<file path="src/design/sdap_pkg.sv">
// Purpose: shared constants, types and bit-order helpers of the serial debug access port
// Assumes: 16-bit words, 8-bit command, 200 MHz mclk
// Notes: command codes and bit order are module parameters defaulting to these values
package sdap_pkg;

  // ---------------------------------------------------------------
  // word layout
  // ---------------------------------------------------------------
  localparam int unsigned CMD_W = 8;
  localparam int unsigned ADDR_W = 16;
  localparam int unsigned DATA_W = 16;
  localparam int unsigned CNT_W = 5;
  localparam logic [4:0] CMD_BITS = 5'h08;
  localparam logic [4:0] WORD_BITS = 5'h10;

  // ---------------------------------------------------------------
  // command codes and bit order
  // ---------------------------------------------------------------
  localparam logic [7:0] CMD_READ = 8'h03;
  localparam logic [7:0] CMD_WRITE = 8'h02;
  localparam bit MSB_FIRST_DEF = 1'b1;

  // ---------------------------------------------------------------
  // timing
  // ---------------------------------------------------------------
  localparam int unsigned MCLK_PERIOD_NS = 5;
  localparam int unsigned SCLK_HALF_NS = 80;
  localparam int unsigned SCLK_HALF_CYC = (SCLK_HALF_NS + MCLK_PERIOD_NS - 1) / MCLK_PERIOD_NS;
  localparam int unsigned SCLK_HALF_MIN = 8;
  localparam logic [1:0] PROTO_RST_CYCLES = 2'h2;

  // ---------------------------------------------------------------
  // frame segments
  // ---------------------------------------------------------------
  typedef enum logic [1:0] {SEG_CMD, SEG_ADDR, SEG_DATA} sdap_seg_t;

  // ---------------------------------------------------------------
  // bit-order helpers
  // ---------------------------------------------------------------
  function automatic logic [15:0] sh_in(input logic msb, input logic [15:0] sr, input logic b);
    sh_in = msb ? {sr[14:0], b} : {b, sr[15:1]};
  endfunction

  function automatic logic [15:0] sh_out(input logic msb, input logic [15:0] sr);
    sh_out = msb ? {sr[14:0], 1'b0} : {1'b0, sr[15:1]};
  endfunction

  function automatic logic out_bit(input logic msb, input logic [15:0] sr);
    out_bit = msb ? sr[15] : sr[0];
  endfunction

endpackage

</file>
<file path="src/design/sdap_if.sv">
// Purpose: four-wire debug link plus enable between master and device
// Assumes: all wires driven by exactly one end, no tristate
// Notes: master owns the clock
`timescale 1ns/1ps
interface sdap_if;
  logic en;
  logic cs_n;
  logic sclk;
  logic mosi;
  logic miso;

  modport dev (
    input en,
    input cs_n,
    input sclk,
    input mosi,
    output miso
  );

  modport host (
    output en,
    output cs_n,
    output sclk,
    output mosi,
    input miso
  );
endinterface

</file>
<file path="src/design/sdap_sync.sv">
// Purpose: two-flop synchroniser for pin inputs
// Assumes: W independent levels
// Notes: first stage is read only by the second
`timescale 1ns/1ps
module sdap_sync #(
  parameter int unsigned W = 1,
  parameter logic [W-1:0] RST_VAL = '0
) (
  // clock and reset
  input wire logic mclk_i,
  input wire logic rst_n_i,
  // levels
  input wire logic [W-1:0] d_i,
  output logic [W-1:0] q_o
);

  logic [W-1:0] meta_r;

  always_ff @(posedge mclk_i) begin
    if (!rst_n_i) begin
      meta_r <= RST_VAL;
      q_o <= RST_VAL;
    end else begin
      meta_r <= d_i;
      q_o <= meta_r;
    end
  end

endmodule

</file>
<file path="src/design/sdap_dev.sv">
// Purpose: device end of the serial debug access port, bridging link words to memory
// Assumes: mclk at least 16x faster than the link clock; memory acks within 8 cycles
// Notes: link pins are synchronised and clock edges found on mclk
`timescale 1ns/1ps
module sdap_dev #(
  parameter bit MSB_FIRST = sdap_pkg::MSB_FIRST_DEF,
  parameter logic [7:0] CMD_RD = sdap_pkg::CMD_READ,
  parameter logic [7:0] CMD_WR = sdap_pkg::CMD_WRITE
) (
  // clock and reset
  input wire logic mclk_i,
  input wire logic rst_n_i,
  // link
  sdap_if.dev lnk,
  // processor state
  input wire logic cpu_halted_i,
  // memory request
  output logic mem_req_o,
  output logic mem_we_o,
  output logic [15:0] mem_addr_o,
  output logic [15:0] mem_wdata_o,
  // memory answer
  input wire logic mem_ack_i,
  input wire logic [15:0] mem_rdata_i
);

  // ---------------------------------------------------------------
  // elaboration checks
  // ---------------------------------------------------------------
  if (CMD_RD == CMD_WR) begin : g_bad_cmd
    $error("read and write command codes must differ");
  end

  // ---------------------------------------------------------------
  // pin synchronisation
  // ---------------------------------------------------------------
  logic en_s;
  logic cs_n_s;
  logic sclk_s;
  logic mosi_s;

  sdap_sync #(
    .W(4),
    .RST_VAL(4'h4)
  ) u_sync (
    .mclk_i(mclk_i),
    .rst_n_i(rst_n_i),
    .d_i({lnk.en, lnk.cs_n, lnk.sclk, lnk.mosi}),
    .q_o({en_s, cs_n_s, sclk_s, mosi_s})
  );

  // ---------------------------------------------------------------
  // edge detection and decode
  // ---------------------------------------------------------------
  logic sclk_d_r;
  sdap_pkg::sdap_seg_t seg_r;
  logic [4:0] bit_cnt_r;
  logic [15:0] rx_sr_r;
  logic [15:0] tx_sr_r;
  logic [15:0] rd_buf_r;
  logic [15:0] addr_r;
  logic op_rd_r;
  logic op_wr_r;
  logic rd_pend_r;
  logic miso_r;
  logic mem_req_r;
  logic mem_we_r;
  logic [15:0] mem_addr_r;
  logic [15:0] mem_wdata_r;

  wire active = en_s & ~cs_n_s;
  wire sclk_rise = active & sclk_s & ~sclk_d_r;
  wire sclk_fall = active & ~sclk_s & sclk_d_r;
  wire [4:0] word_bits = (seg_r == sdap_pkg::SEG_CMD) ? sdap_pkg::CMD_BITS : sdap_pkg::WORD_BITS;
  wire word_done = sclk_rise & (bit_cnt_r == word_bits - 5'h01);
  wire [15:0] rx_nxt = sdap_pkg::sh_in(MSB_FIRST, rx_sr_r, mosi_s);
  wire [7:0] cmd_w = MSB_FIRST ? rx_nxt[7:0] : rx_nxt[15:8];
  wire cmd_done = word_done & (seg_r == sdap_pkg::SEG_CMD);
  wire addr_done = word_done & (seg_r == sdap_pkg::SEG_ADDR);
  wire data_done = word_done & (seg_r == sdap_pkg::SEG_DATA);
  wire wr_fire = data_done & op_wr_r;
  wire rd_word_start = sclk_fall & (seg_r == sdap_pkg::SEG_DATA) & op_rd_r & (bit_cnt_r == 5'h00);
  wire rd_bit_next = sclk_fall & (seg_r == sdap_pkg::SEG_DATA) & op_rd_r & (bit_cnt_r != 5'h00);
  wire [15:0] addr_inc = addr_r + 16'h0001;

  always_ff @(posedge mclk_i) begin
    if (!rst_n_i) begin
      sclk_d_r <= 1'b0;
    end else begin
      sclk_d_r <= sclk_s;
    end
  end

  // ---------------------------------------------------------------
  // frame sequencing
  // ---------------------------------------------------------------
  always_ff @(posedge mclk_i) begin
    if (!rst_n_i) begin
      seg_r <= sdap_pkg::SEG_CMD;
      bit_cnt_r <= 5'h00;
      rx_sr_r <= 16'h0000;
    end else if (!active) begin
      seg_r <= sdap_pkg::SEG_CMD;
      bit_cnt_r <= 5'h00;
    end else if (sclk_rise) begin
      rx_sr_r <= rx_nxt;
      if (word_done) begin
        bit_cnt_r <= 5'h00;
        unique case (seg_r)
          sdap_pkg::SEG_CMD: seg_r <= sdap_pkg::SEG_ADDR;
          sdap_pkg::SEG_ADDR: seg_r <= sdap_pkg::SEG_DATA;
          sdap_pkg::SEG_DATA: seg_r <= sdap_pkg::SEG_DATA;
          default: seg_r <= sdap_pkg::SEG_CMD;
        endcase
      end else begin
        bit_cnt_r <= bit_cnt_r + 5'h01;
      end
    end
  end

  // ---------------------------------------------------------------
  // command decode and address tracking
  // ---------------------------------------------------------------
  always_ff @(posedge mclk_i) begin
    if (!rst_n_i) begin
      op_rd_r <= 1'b0;
      op_wr_r <= 1'b0;
      addr_r <= 16'h0000;
    end else begin
      if (cmd_done) begin
        op_rd_r <= (cmd_w == CMD_RD);
        op_wr_r <= (cmd_w == CMD_WR);
      end
      if (addr_done) begin
        addr_r <= rx_nxt;
      end else if (wr_fire | rd_word_start) begin
        addr_r <= addr_inc;
      end
    end
  end

  // ---------------------------------------------------------------
  // memory requests
  // ---------------------------------------------------------------
  always_ff @(posedge mclk_i) begin
    if (!rst_n_i) begin
      mem_req_r <= 1'b0;
      mem_we_r <= 1'b0;
      mem_addr_r <= 16'h0000;
      mem_wdata_r <= 16'h0000;
    end else begin
      mem_req_r <= 1'b0;
      if (wr_fire) begin
        mem_req_r <= 1'b1;
        mem_we_r <= 1'b1;
        mem_addr_r <= addr_r;
        mem_wdata_r <= rx_nxt;
      end else if (addr_done & op_rd_r) begin
        mem_req_r <= 1'b1;
        mem_we_r <= 1'b0;
        mem_addr_r <= rx_nxt;
      end else if (rd_word_start) begin
        mem_req_r <= 1'b1;
        mem_we_r <= 1'b0;
        mem_addr_r <= addr_inc;
      end
    end
  end

  always_ff @(posedge mclk_i) begin
    if (!rst_n_i) begin
      rd_pend_r <= 1'b0;
      rd_buf_r <= 16'h0000;
    end else begin
      if (mem_req_r & ~mem_we_r) begin
        rd_pend_r <= 1'b1;
      end else if (mem_ack_i & rd_pend_r) begin
        rd_pend_r <= 1'b0;
        rd_buf_r <= mem_rdata_i;
      end
    end
  end

  // ---------------------------------------------------------------
  // read data output
  // ---------------------------------------------------------------
  always_ff @(posedge mclk_i) begin
    if (!rst_n_i) begin
      miso_r <= 1'b0;
      tx_sr_r <= 16'h0000;
    end else if (!(~cs_n_s & en_s)) begin
      miso_r <= cpu_halted_i;
    end else if (rd_word_start) begin
      miso_r <= sdap_pkg::out_bit(MSB_FIRST, rd_buf_r);
      tx_sr_r <= sdap_pkg::sh_out(MSB_FIRST, rd_buf_r);
    end else if (rd_bit_next) begin
      miso_r <= sdap_pkg::out_bit(MSB_FIRST, tx_sr_r);
      tx_sr_r <= sdap_pkg::sh_out(MSB_FIRST, tx_sr_r);
    end
  end

  // ---------------------------------------------------------------
  // outputs
  // ---------------------------------------------------------------
  assign lnk.miso = miso_r;
  assign mem_req_o = mem_req_r;
  assign mem_we_o = mem_we_r;
  assign mem_addr_o = mem_addr_r;
  assign mem_wdata_o = mem_wdata_r;

endmodule

</file>
<file path="src/flat_wrapper.sv">
// flat-port wrapper written by rule: the top's interface ports become plain ports
module sdap_dev_flat 
#(
  parameter bit MSB_FIRST = sdap_pkg::MSB_FIRST_DEF,
  parameter logic [7:0] CMD_RD = sdap_pkg::CMD_READ,
  parameter logic [7:0] CMD_WR = sdap_pkg::CMD_WRITE
)
  (mclk_i, rst_n_i, cpu_halted_i, mem_req_o, mem_we_o, mem_addr_o, mem_wdata_o, mem_ack_i, mem_rdata_i, lnk_en, lnk_cs_n, lnk_sclk, lnk_mosi, lnk_miso);
  sdap_if lnk_i ();
  input wire logic mclk_i;
  input wire logic rst_n_i;
  input wire logic cpu_halted_i;
  output logic mem_req_o;
  output logic mem_we_o;
  output logic [15:0] mem_addr_o;
  output logic [15:0] mem_wdata_o;
  input wire logic mem_ack_i;
  input wire logic [15:0] mem_rdata_i;
  input wire logic [$bits(lnk_i.en)-1:0] lnk_en;
  input wire logic [$bits(lnk_i.cs_n)-1:0] lnk_cs_n;
  input wire logic [$bits(lnk_i.sclk)-1:0] lnk_sclk;
  input wire logic [$bits(lnk_i.mosi)-1:0] lnk_mosi;
  output wire logic [$bits(lnk_i.miso)-1:0] lnk_miso;
  assign lnk_i.en = lnk_en;
  assign lnk_i.cs_n = lnk_cs_n;
  assign lnk_i.sclk = lnk_sclk;
  assign lnk_i.mosi = lnk_mosi;
  assign lnk_miso = lnk_i.miso;
  sdap_dev #(.MSB_FIRST(MSB_FIRST), .CMD_RD(CMD_RD), .CMD_WR(CMD_WR)) u_core (.mclk_i(mclk_i), .rst_n_i(rst_n_i), .lnk(lnk_i), .cpu_halted_i(cpu_halted_i), .mem_req_o(mem_req_o), .mem_we_o(mem_we_o), .mem_addr_o(mem_addr_o), .mem_wdata_o(mem_wdata_o), .mem_ack_i(mem_ack_i), .mem_rdata_i(mem_rdata_i));
endmodule
</file>
<file path="config.mk">
export PLATFORM = sky130hd
export DESIGN_NAME = sdap_dev_flat
export DESIGN_NICKNAME = d
export VERILOG_FILES = /design/src/design/sdap_pkg.sv /design/src/design/sdap_if.sv /design/src/design/sdap_sync.sv /design/src/design/sdap_dev.sv /design/src/flat_wrapper.sv
export SDC_FILE = /design/constraint.sdc
export NUM_CORES = 1
export LEC_CHECK = 0
export BUFFER_PORTS_ARGS = -buffer_cell sky130_fd_sc_hd__clkbuf_2
export CAP_MARGIN = 20
export CELL_PAD_IN_SITES_DETAIL_PLACEMENT = 1
export CELL_PAD_IN_SITES_GLOBAL_PLACEMENT = 2
export CORE_ASPECT_RATIO = 0.5
export CORE_MARGIN = 1
export CORE_UTILIZATION = 36
export CTS_BUF_LIST = sky130_fd_sc_hd__clkbuf_2 sky130_fd_sc_hd__clkbuf_4 sky130_fd_sc_hd__clkbuf_8
export DETAILED_ROUTE_END_ITERATION = 12
export PLACE_DENSITY_LB_ADDON = 0.15
export SYNTH_ARGS = -nofsm -noshare
export SYNTH_HDL_FRONTEND = slang
export SYNTH_HIERARCHICAL = 1
export SYNTH_SLANG_ARGS = --single-unit
</file>
<file path="constraint.sdc">
create_clock -name mclk_i -period 6.55 [get_ports mclk_i]
set_clock_uncertainty 0.2 [all_clocks]
set_input_delay 1.6375 -clock mclk_i [delete_from_list [all_inputs] [get_ports mclk_i]]
set_output_delay 1.6375 -clock mclk_i [all_outputs]
set_load 0.01 [all_outputs]
</file>
# After elaboration in Yosys (flattened, before gate mapping)
# Cells that the tools add are included.
classes:
  div_mod_pow: 0
  n_bitwise: 23
  reduce_logical: 13
  n_mul: 0
  eq_ne: 6
  n_shift: 0
  addsub: 3
  n_lt_le_gt_ge: 0
  mux: 21
op_table:
  columns: ["cell", "n"]
  rows:
  - ["two-way mux 16 bit", 7]
  - ["AND 1 bit", 17]
  - ["adder 16 x 1 -> 16 bit (second input constant)", 1]
  - ["equality test 8 x 2 -> 1 bit (second input constant)", 2]
  - ["two-way mux 1 bit", 11]
  - ["two-way mux 5 bit", 2]
  - ["AND reduction 2 bit", 5]
  - ["nonzero test 2 bit", 3]
  - ["adder 5 x 1 -> 5 bit (second input constant)", 1]
  - ["equality test 5 bit", 1]
  - ["zero test 5 bit", 1]
  - ["inverter 1 bit", 5]
  - ["nonzero test 5 bit", 1]
  - ["subtractor 5 x 1 -> 5 bit (second input constant)", 1]
  - ["case mux 2 bit (2 select lines)", 1]
  - ["inequality test 3 bit (second input constant)", 1]
  - ["nonzero test 3 bit", 1]
  - ["equality test 2 x 1 -> 1 bit (second input constant)", 1]
  - ["equality test 2 bit (second input constant)", 1]
  - ["zero test 2 bit", 1]
  - ["OR reduction 2 bit", 1]
  - ["OR 1 bit", 1]
word_totals:
  mem_bits_ro: 0
  mem_bits_rw: 0
  reg_bits: 117
  inputBits: 24
  latchBits: 0
  out_inout_bits: 35
  wordCells: 83
  mem_count: 0

# Depth between registers and ports, before layout
logic_depth:
  depth_word: 10
  mapped_depth: 10

# By module
# The synthesis kept the hierarchy.
by_module_without_submodules:
  columns: ["module", "cells_per_inst", "instances", "area_per_inst_um2"]
  rows:
  - ["sdap_dev", 615, 1, 4968.5]
  - ["sdap_sync", 16, 1, 210.2]

# Worst setup path after synthesis
# Ideal clock, no wire load.
synth_timing:
  kind: "input-to-reg"
  start: "input mem_ack_i"
  end: "register u_core.rd_buf_r[6]"
  path_buffers: 2
  path_slack_ps: 3854
  arrival_time_ps: 2426
  required_time_ps: 6280
  cell_stages: 5
  cell_sequence: "and3_1 clkbuf_1 clkbuf_1 nand2_1 a21oi_1"
synth_between:
  elab_chain_cells: 2
synth_lines:
  columns: ["item", "line", "text"]
  rows:
  - ["start, declared", "flat_wrapper.sv:17", "input wire logic mem_ack_i;"]
  - ["AND 1 bit", "sdap_dev.sv:177", "end else if (mem_ack_i & rd_pend_r) begin"]
  - ["AND reduction 2 bit (no line)", null, null]
  - ["end signal, assigned", "sdap_dev.sv:179", "rd_buf_r <= mem_rdata_i;"]
  - ["end, declared", "sdap_dev.sv:60", "logic [15:0] rd_buf_r;"]
# No other way between the ends.
# A chain may end at the register's enable or synchronous reset.

# Final worst setup path
layout_timing:
  start: "input rst_n_i"
  end: "register u_core.mem_wdata_r[8], in the netlist u_core/mem_wdata_o[8]"
layout_rtl:
  columns: ["item", "line", "text"]
  rows:
  - ["start, declared", "flat_wrapper.sv:11", "input wire logic rst_n_i;"]
  - ["end signal, assigned", "sdap_dev.sv:157", "mem_wdata_r <= rx_nxt;"]
  - ["end, declared", "sdap_dev.sv:69", "logic [15:0] mem_wdata_r;"]
# No word-level cell between the ends.

==> metrics.md <==
| Metric | Value |
|---|---|
| Status | `finished clean` |
| Max-cap viol count | `0` |
| Design area | `5986 um^2` |
| CP Data Required Time | `~6.7 ns` |
| Final Max Slew Viols | `0` |
| Pre-CTS WS | `2.833 ns` |
| Slack of the critical path | `3.346 ns` |
| Netlist cell types | `56` |
| Global-route wire length before repair | `23310 um` |
| Post-synth ARST share | `0%` |
| Path depth of the worst reg2reg path | `5` |
| Vias in the first global route | `approximately 4500` |
| Largest net degree at the start of global routing | `47` |
| Slew of the pin with the lowest slew margin | `about 1 ns` |
| Tmin final | `between 3 and 4 ns` |
| Slowest CP cell | `inv_2` |
| Core ar. | `13780 um^2` |
| Synth top area cells | `dfxtp_1 45%, nand2_1 9.6%, a21oi_1 6.8%, o21ai_0 4.5%, mux2i_1 3.5%` |
| Startpoint types | `input port` |
| Origin of the worst min-delay path | `u_core/u_sync/meta_r[2]` |
| Unrepaired setup endpoints after global routing | `no` |
| I/O pins | `59` |
| Fillcell total | `1700` |
| Yosys warnings | `6` |
| CTS Buf Count | `17` |
| VDD IR max | `0.1177 mV` |
| Leading area contributor after synthesis | `dfxtp_1` |
| Placed cells | `838` |
| Drt via density | `5.299` |
| Setup TNS | `0 ns` |
| R2r endpoint | `u_core/addr_r[15]` |
| CP max stage delay | `0.53 ns` |
| P_leak | `2.221 nW` |
| Crit path DAT | `3.30 ns` |
| GRT Overall Usage | `20.10%` |
| Drt total wl | `roughly 14000 um` |
| Postcts setup bufs | `0` |
| Crit Reg-Reg Startpoint | `u_core/u_sync/q_o[2]` |
| Placed Area | `5547 um^2` |
| Non-Filler Instances | `870` |
| Period utilisation layout | `48.91%` |
| Post-Syn Nets | `661` |
| Area Overhead vs Synth | `15.58%` |
| Sw frac | `22.28%` |
| Worst Setup SP | `rst_n_i` |
| Cells after synthesis | `631` |
| Later-pin clock latency in the skew report | `around 0.43 ns` |
| CP Buf/Inv Count | `3` |
| Routed Antenna Nets | `0` |
| GR Overflow Total | `0` |
| Routability cong. | `0.8100` |
| CTS resizes | `0` |
| I/O Buffers | `58` |
| Layout cells sized above 1 | `17.26%` |
| Combinational Power Share | `1.7%` |
| Initial antenna violation count | `0` |
| Critical Path End Type | `register` |
| Kind of cell adding the most delay to the critical path | `buffers and inverters` |
| Clk sink count | `roughly 120` |
| Pwr dens | `about 240 nW/um^2` |
| Seq pwr share | `48.7%` |
| Final setup fails | `0` |
| Yosys top cell area share | `44.84%` |
| Root buf cell | `clkbuf_8` |
| Die Span X | `approximately 170 um` |
| Worst hold slack | `0.2141 ns` |
| HP Class | `reg -> reg` |
| Per-cell routed wire length | `approximately 16 um` |
| Min-Delay Path Depth | `1` |
| EDFF count, synth | `0` |
| Routed vias | `4610` |
| Critical path type | `in -> reg` |
| Top_reg_cell synth | `dfxtp_1` |
| Count leader, synth | `nand2_1` |
| Critical Path Fanout Max | `46` |
| FP Rows | `30` |
| Synthesized flop and latch total | `116` |
| Htree depth | `4` |
| Worst Hold End | `u_core/u_sync/q_o[2]` |
| Sequential fraction of the synthesis area | `44.84%` |
| Crit path cell chain | `clkbuf_2 > inv_2 > buf_4 > a21oi_1` |
| Clock transition at path regs | `0.08 ns` |
| Switch Pwr | `0.0003246 W` |
| Top post-synthesis cells by count | `133 x nand2_1, 116 x dfxtp_1, 70 x a21oi_1` |
| Clock buffer depth | `2` |
| Slew HR | `about 34%` |
| Post-detailed-route DRC marker count | `0` |
| Mapped Area | `5179 um^2` |
| Nets | `696` |
| DRT iter0 DRCs | `281` |
| Synthesized area per cell | `8.207 um^2` |
| Hold Vio Cnt, Final | `0` |
| Fmax | `0.3122 GHz` |
| Antenna Cells | `0` |
| Initial Utilization | `37.59%` |
| CTS tree | `yes` |
| Post-DP HPWL | `9424 um` |
| Flop2flop setup slack | `3.57 ns` |
| CP Depth | `4` |
| DRT Pass-1 Iters | `4` |
| Part of the power in the clock network | `between 40% and 50%` |
| Die Span Y | `86.81 um` |
| Pint | `0.001133 W` |
| Die area | `approximately 15000 um^2` |
| Hold buffer count at CTS | `0` |
## final cells by class
| class | instances | area [um^2] | area share, % |
|---|---|---|---|
| Tap cell | 192 | 240.2 | 4.013 |
| Multi-Input combinational cell | 458 | 2623 | 43.81 |
| Inverter | 9 | 33.78 | 0.5644 |
| Sequential cell | 116 | 2322 | 38.80 |
| Clock buffer | 18 | 241.5 | 4.034 |
| Timing Repair Buffer | 64 | 342.8 | 5.727 |
| Clock inverter | 13 | 182.7 | 3.052 |
## cell families (layout without fill, tap and decap cells)
| family | after synthesis | in the layout | synth area share (%) |
|---|---|---|---|
| xor gates and xnor gates | 6 | 6 | 1.015 |
| AOI/OAI and AO/OA | 180 | 180 | 20.08 |
| buffers and inverters | 57 | 104 | 4.735 |
| adders and majority gates | 6 | 6 | 1.450 |
| and+or+nand+nor | 238 | 238 | 22.23 |
| muxes | 28 | 28 | 5.654 |
| DFF | 116 | 116 | 44.84 |
## power groups by stage
stage               clock, W  combinational, W  sequential [W]
global placement           0         0.0000246        0.000726
finish              0.000723         0.0000244        0.000709
global route        0.000779         0.0000277        0.000710
detailed placement         0         0.0000248        0.000726
floorplan                  0         0.0000131        0.000725
CTS                 0.000741         0.0000250        0.000709
## worst max path at each step
stage	to	slack, ns
floorplan	u_core/rd_buf_r[6]	3.85
global placement	u_core/mem_wdata_o[5]	2.88
detailed placement	u_core/tx_sr_r[14]	2.83
CTS	u_core/addr_r[6]	3.02
global route	u_core/tx_sr_r[14]	3.16
finish	u_core/mem_wdata_o[8]	3.35
## registers in the layout (all words and copies together), names as in the netlist
register	flops
u_core/addr_r	16
u_core/sclk_d_r	1
u_core/rd_buf_r	16
u_core/rd_pend_r	1
u_core/bit_cnt_r	5
u_core/u_sync/meta_r	4
u_core/op_rd_r	1
u_core/mem_addr_o	16
u_core/seg_r	2
u_core/tx_sr_r	15
u_core/op_wr_r	1
u_core/mem_req_o	1
u_core/lnk.miso	1
u_core/mem_wdata_o	16
u_core/u_sync/q_o	4
u_core/rx_sr_r	15
u_core/mem_we_o	1
## placed cells by master, fill, tap and decap left out, types with 2 or more instances in the layout
cell type     n
nor2b_1       3
xnor2_1       2
a22oi_1       9
clkinv_2      3
clkinvlp_4    4
nor4_1        2
nand4_1       9
dfxtp_1     116
nor3_1        4
a31oi_1      16
nand2b_1      5
mux2_2       10
and3_1        7
o221ai_1      3
nand4b_1      2
or3_1        13
a211o_1       2
nand2_1     133
o21ai_0      47
clkbuf_2     58
and2_1       11
a21oi_1      70
bufinv_16     4
a211oi_1     14
inv_1         8
nor2_1       19
xor2_1        4
ha_1          6
buf_4         5
nand3_1      14
o22ai_1      11
clkbuf_8     17
mux2i_1      18
## layer usage
metal  vias up  GRT usage (%)  part of all wire [%]  wire length, um
met1      2236          27.03                    50             7015
met5         -              0                     0                0
li1       2300              -                     -                -
met3        14          4.201                   3.8              538
met4         0          6.412                  0.87              123
met2        60          32.28                    45             6382
## stage by stage
step	power, W	util, %
6_report	0.001457	43.45
5_1_grt	0.001516	43.45
3_3_place_gp	0.0007503	40.26
2_1_floorplan	0.0007383	-
4_1_cts	0.001476	43.34
3_5_place_dp	0.0007506	40.26
Note: power is estimated with default switching activity, not from simulation.
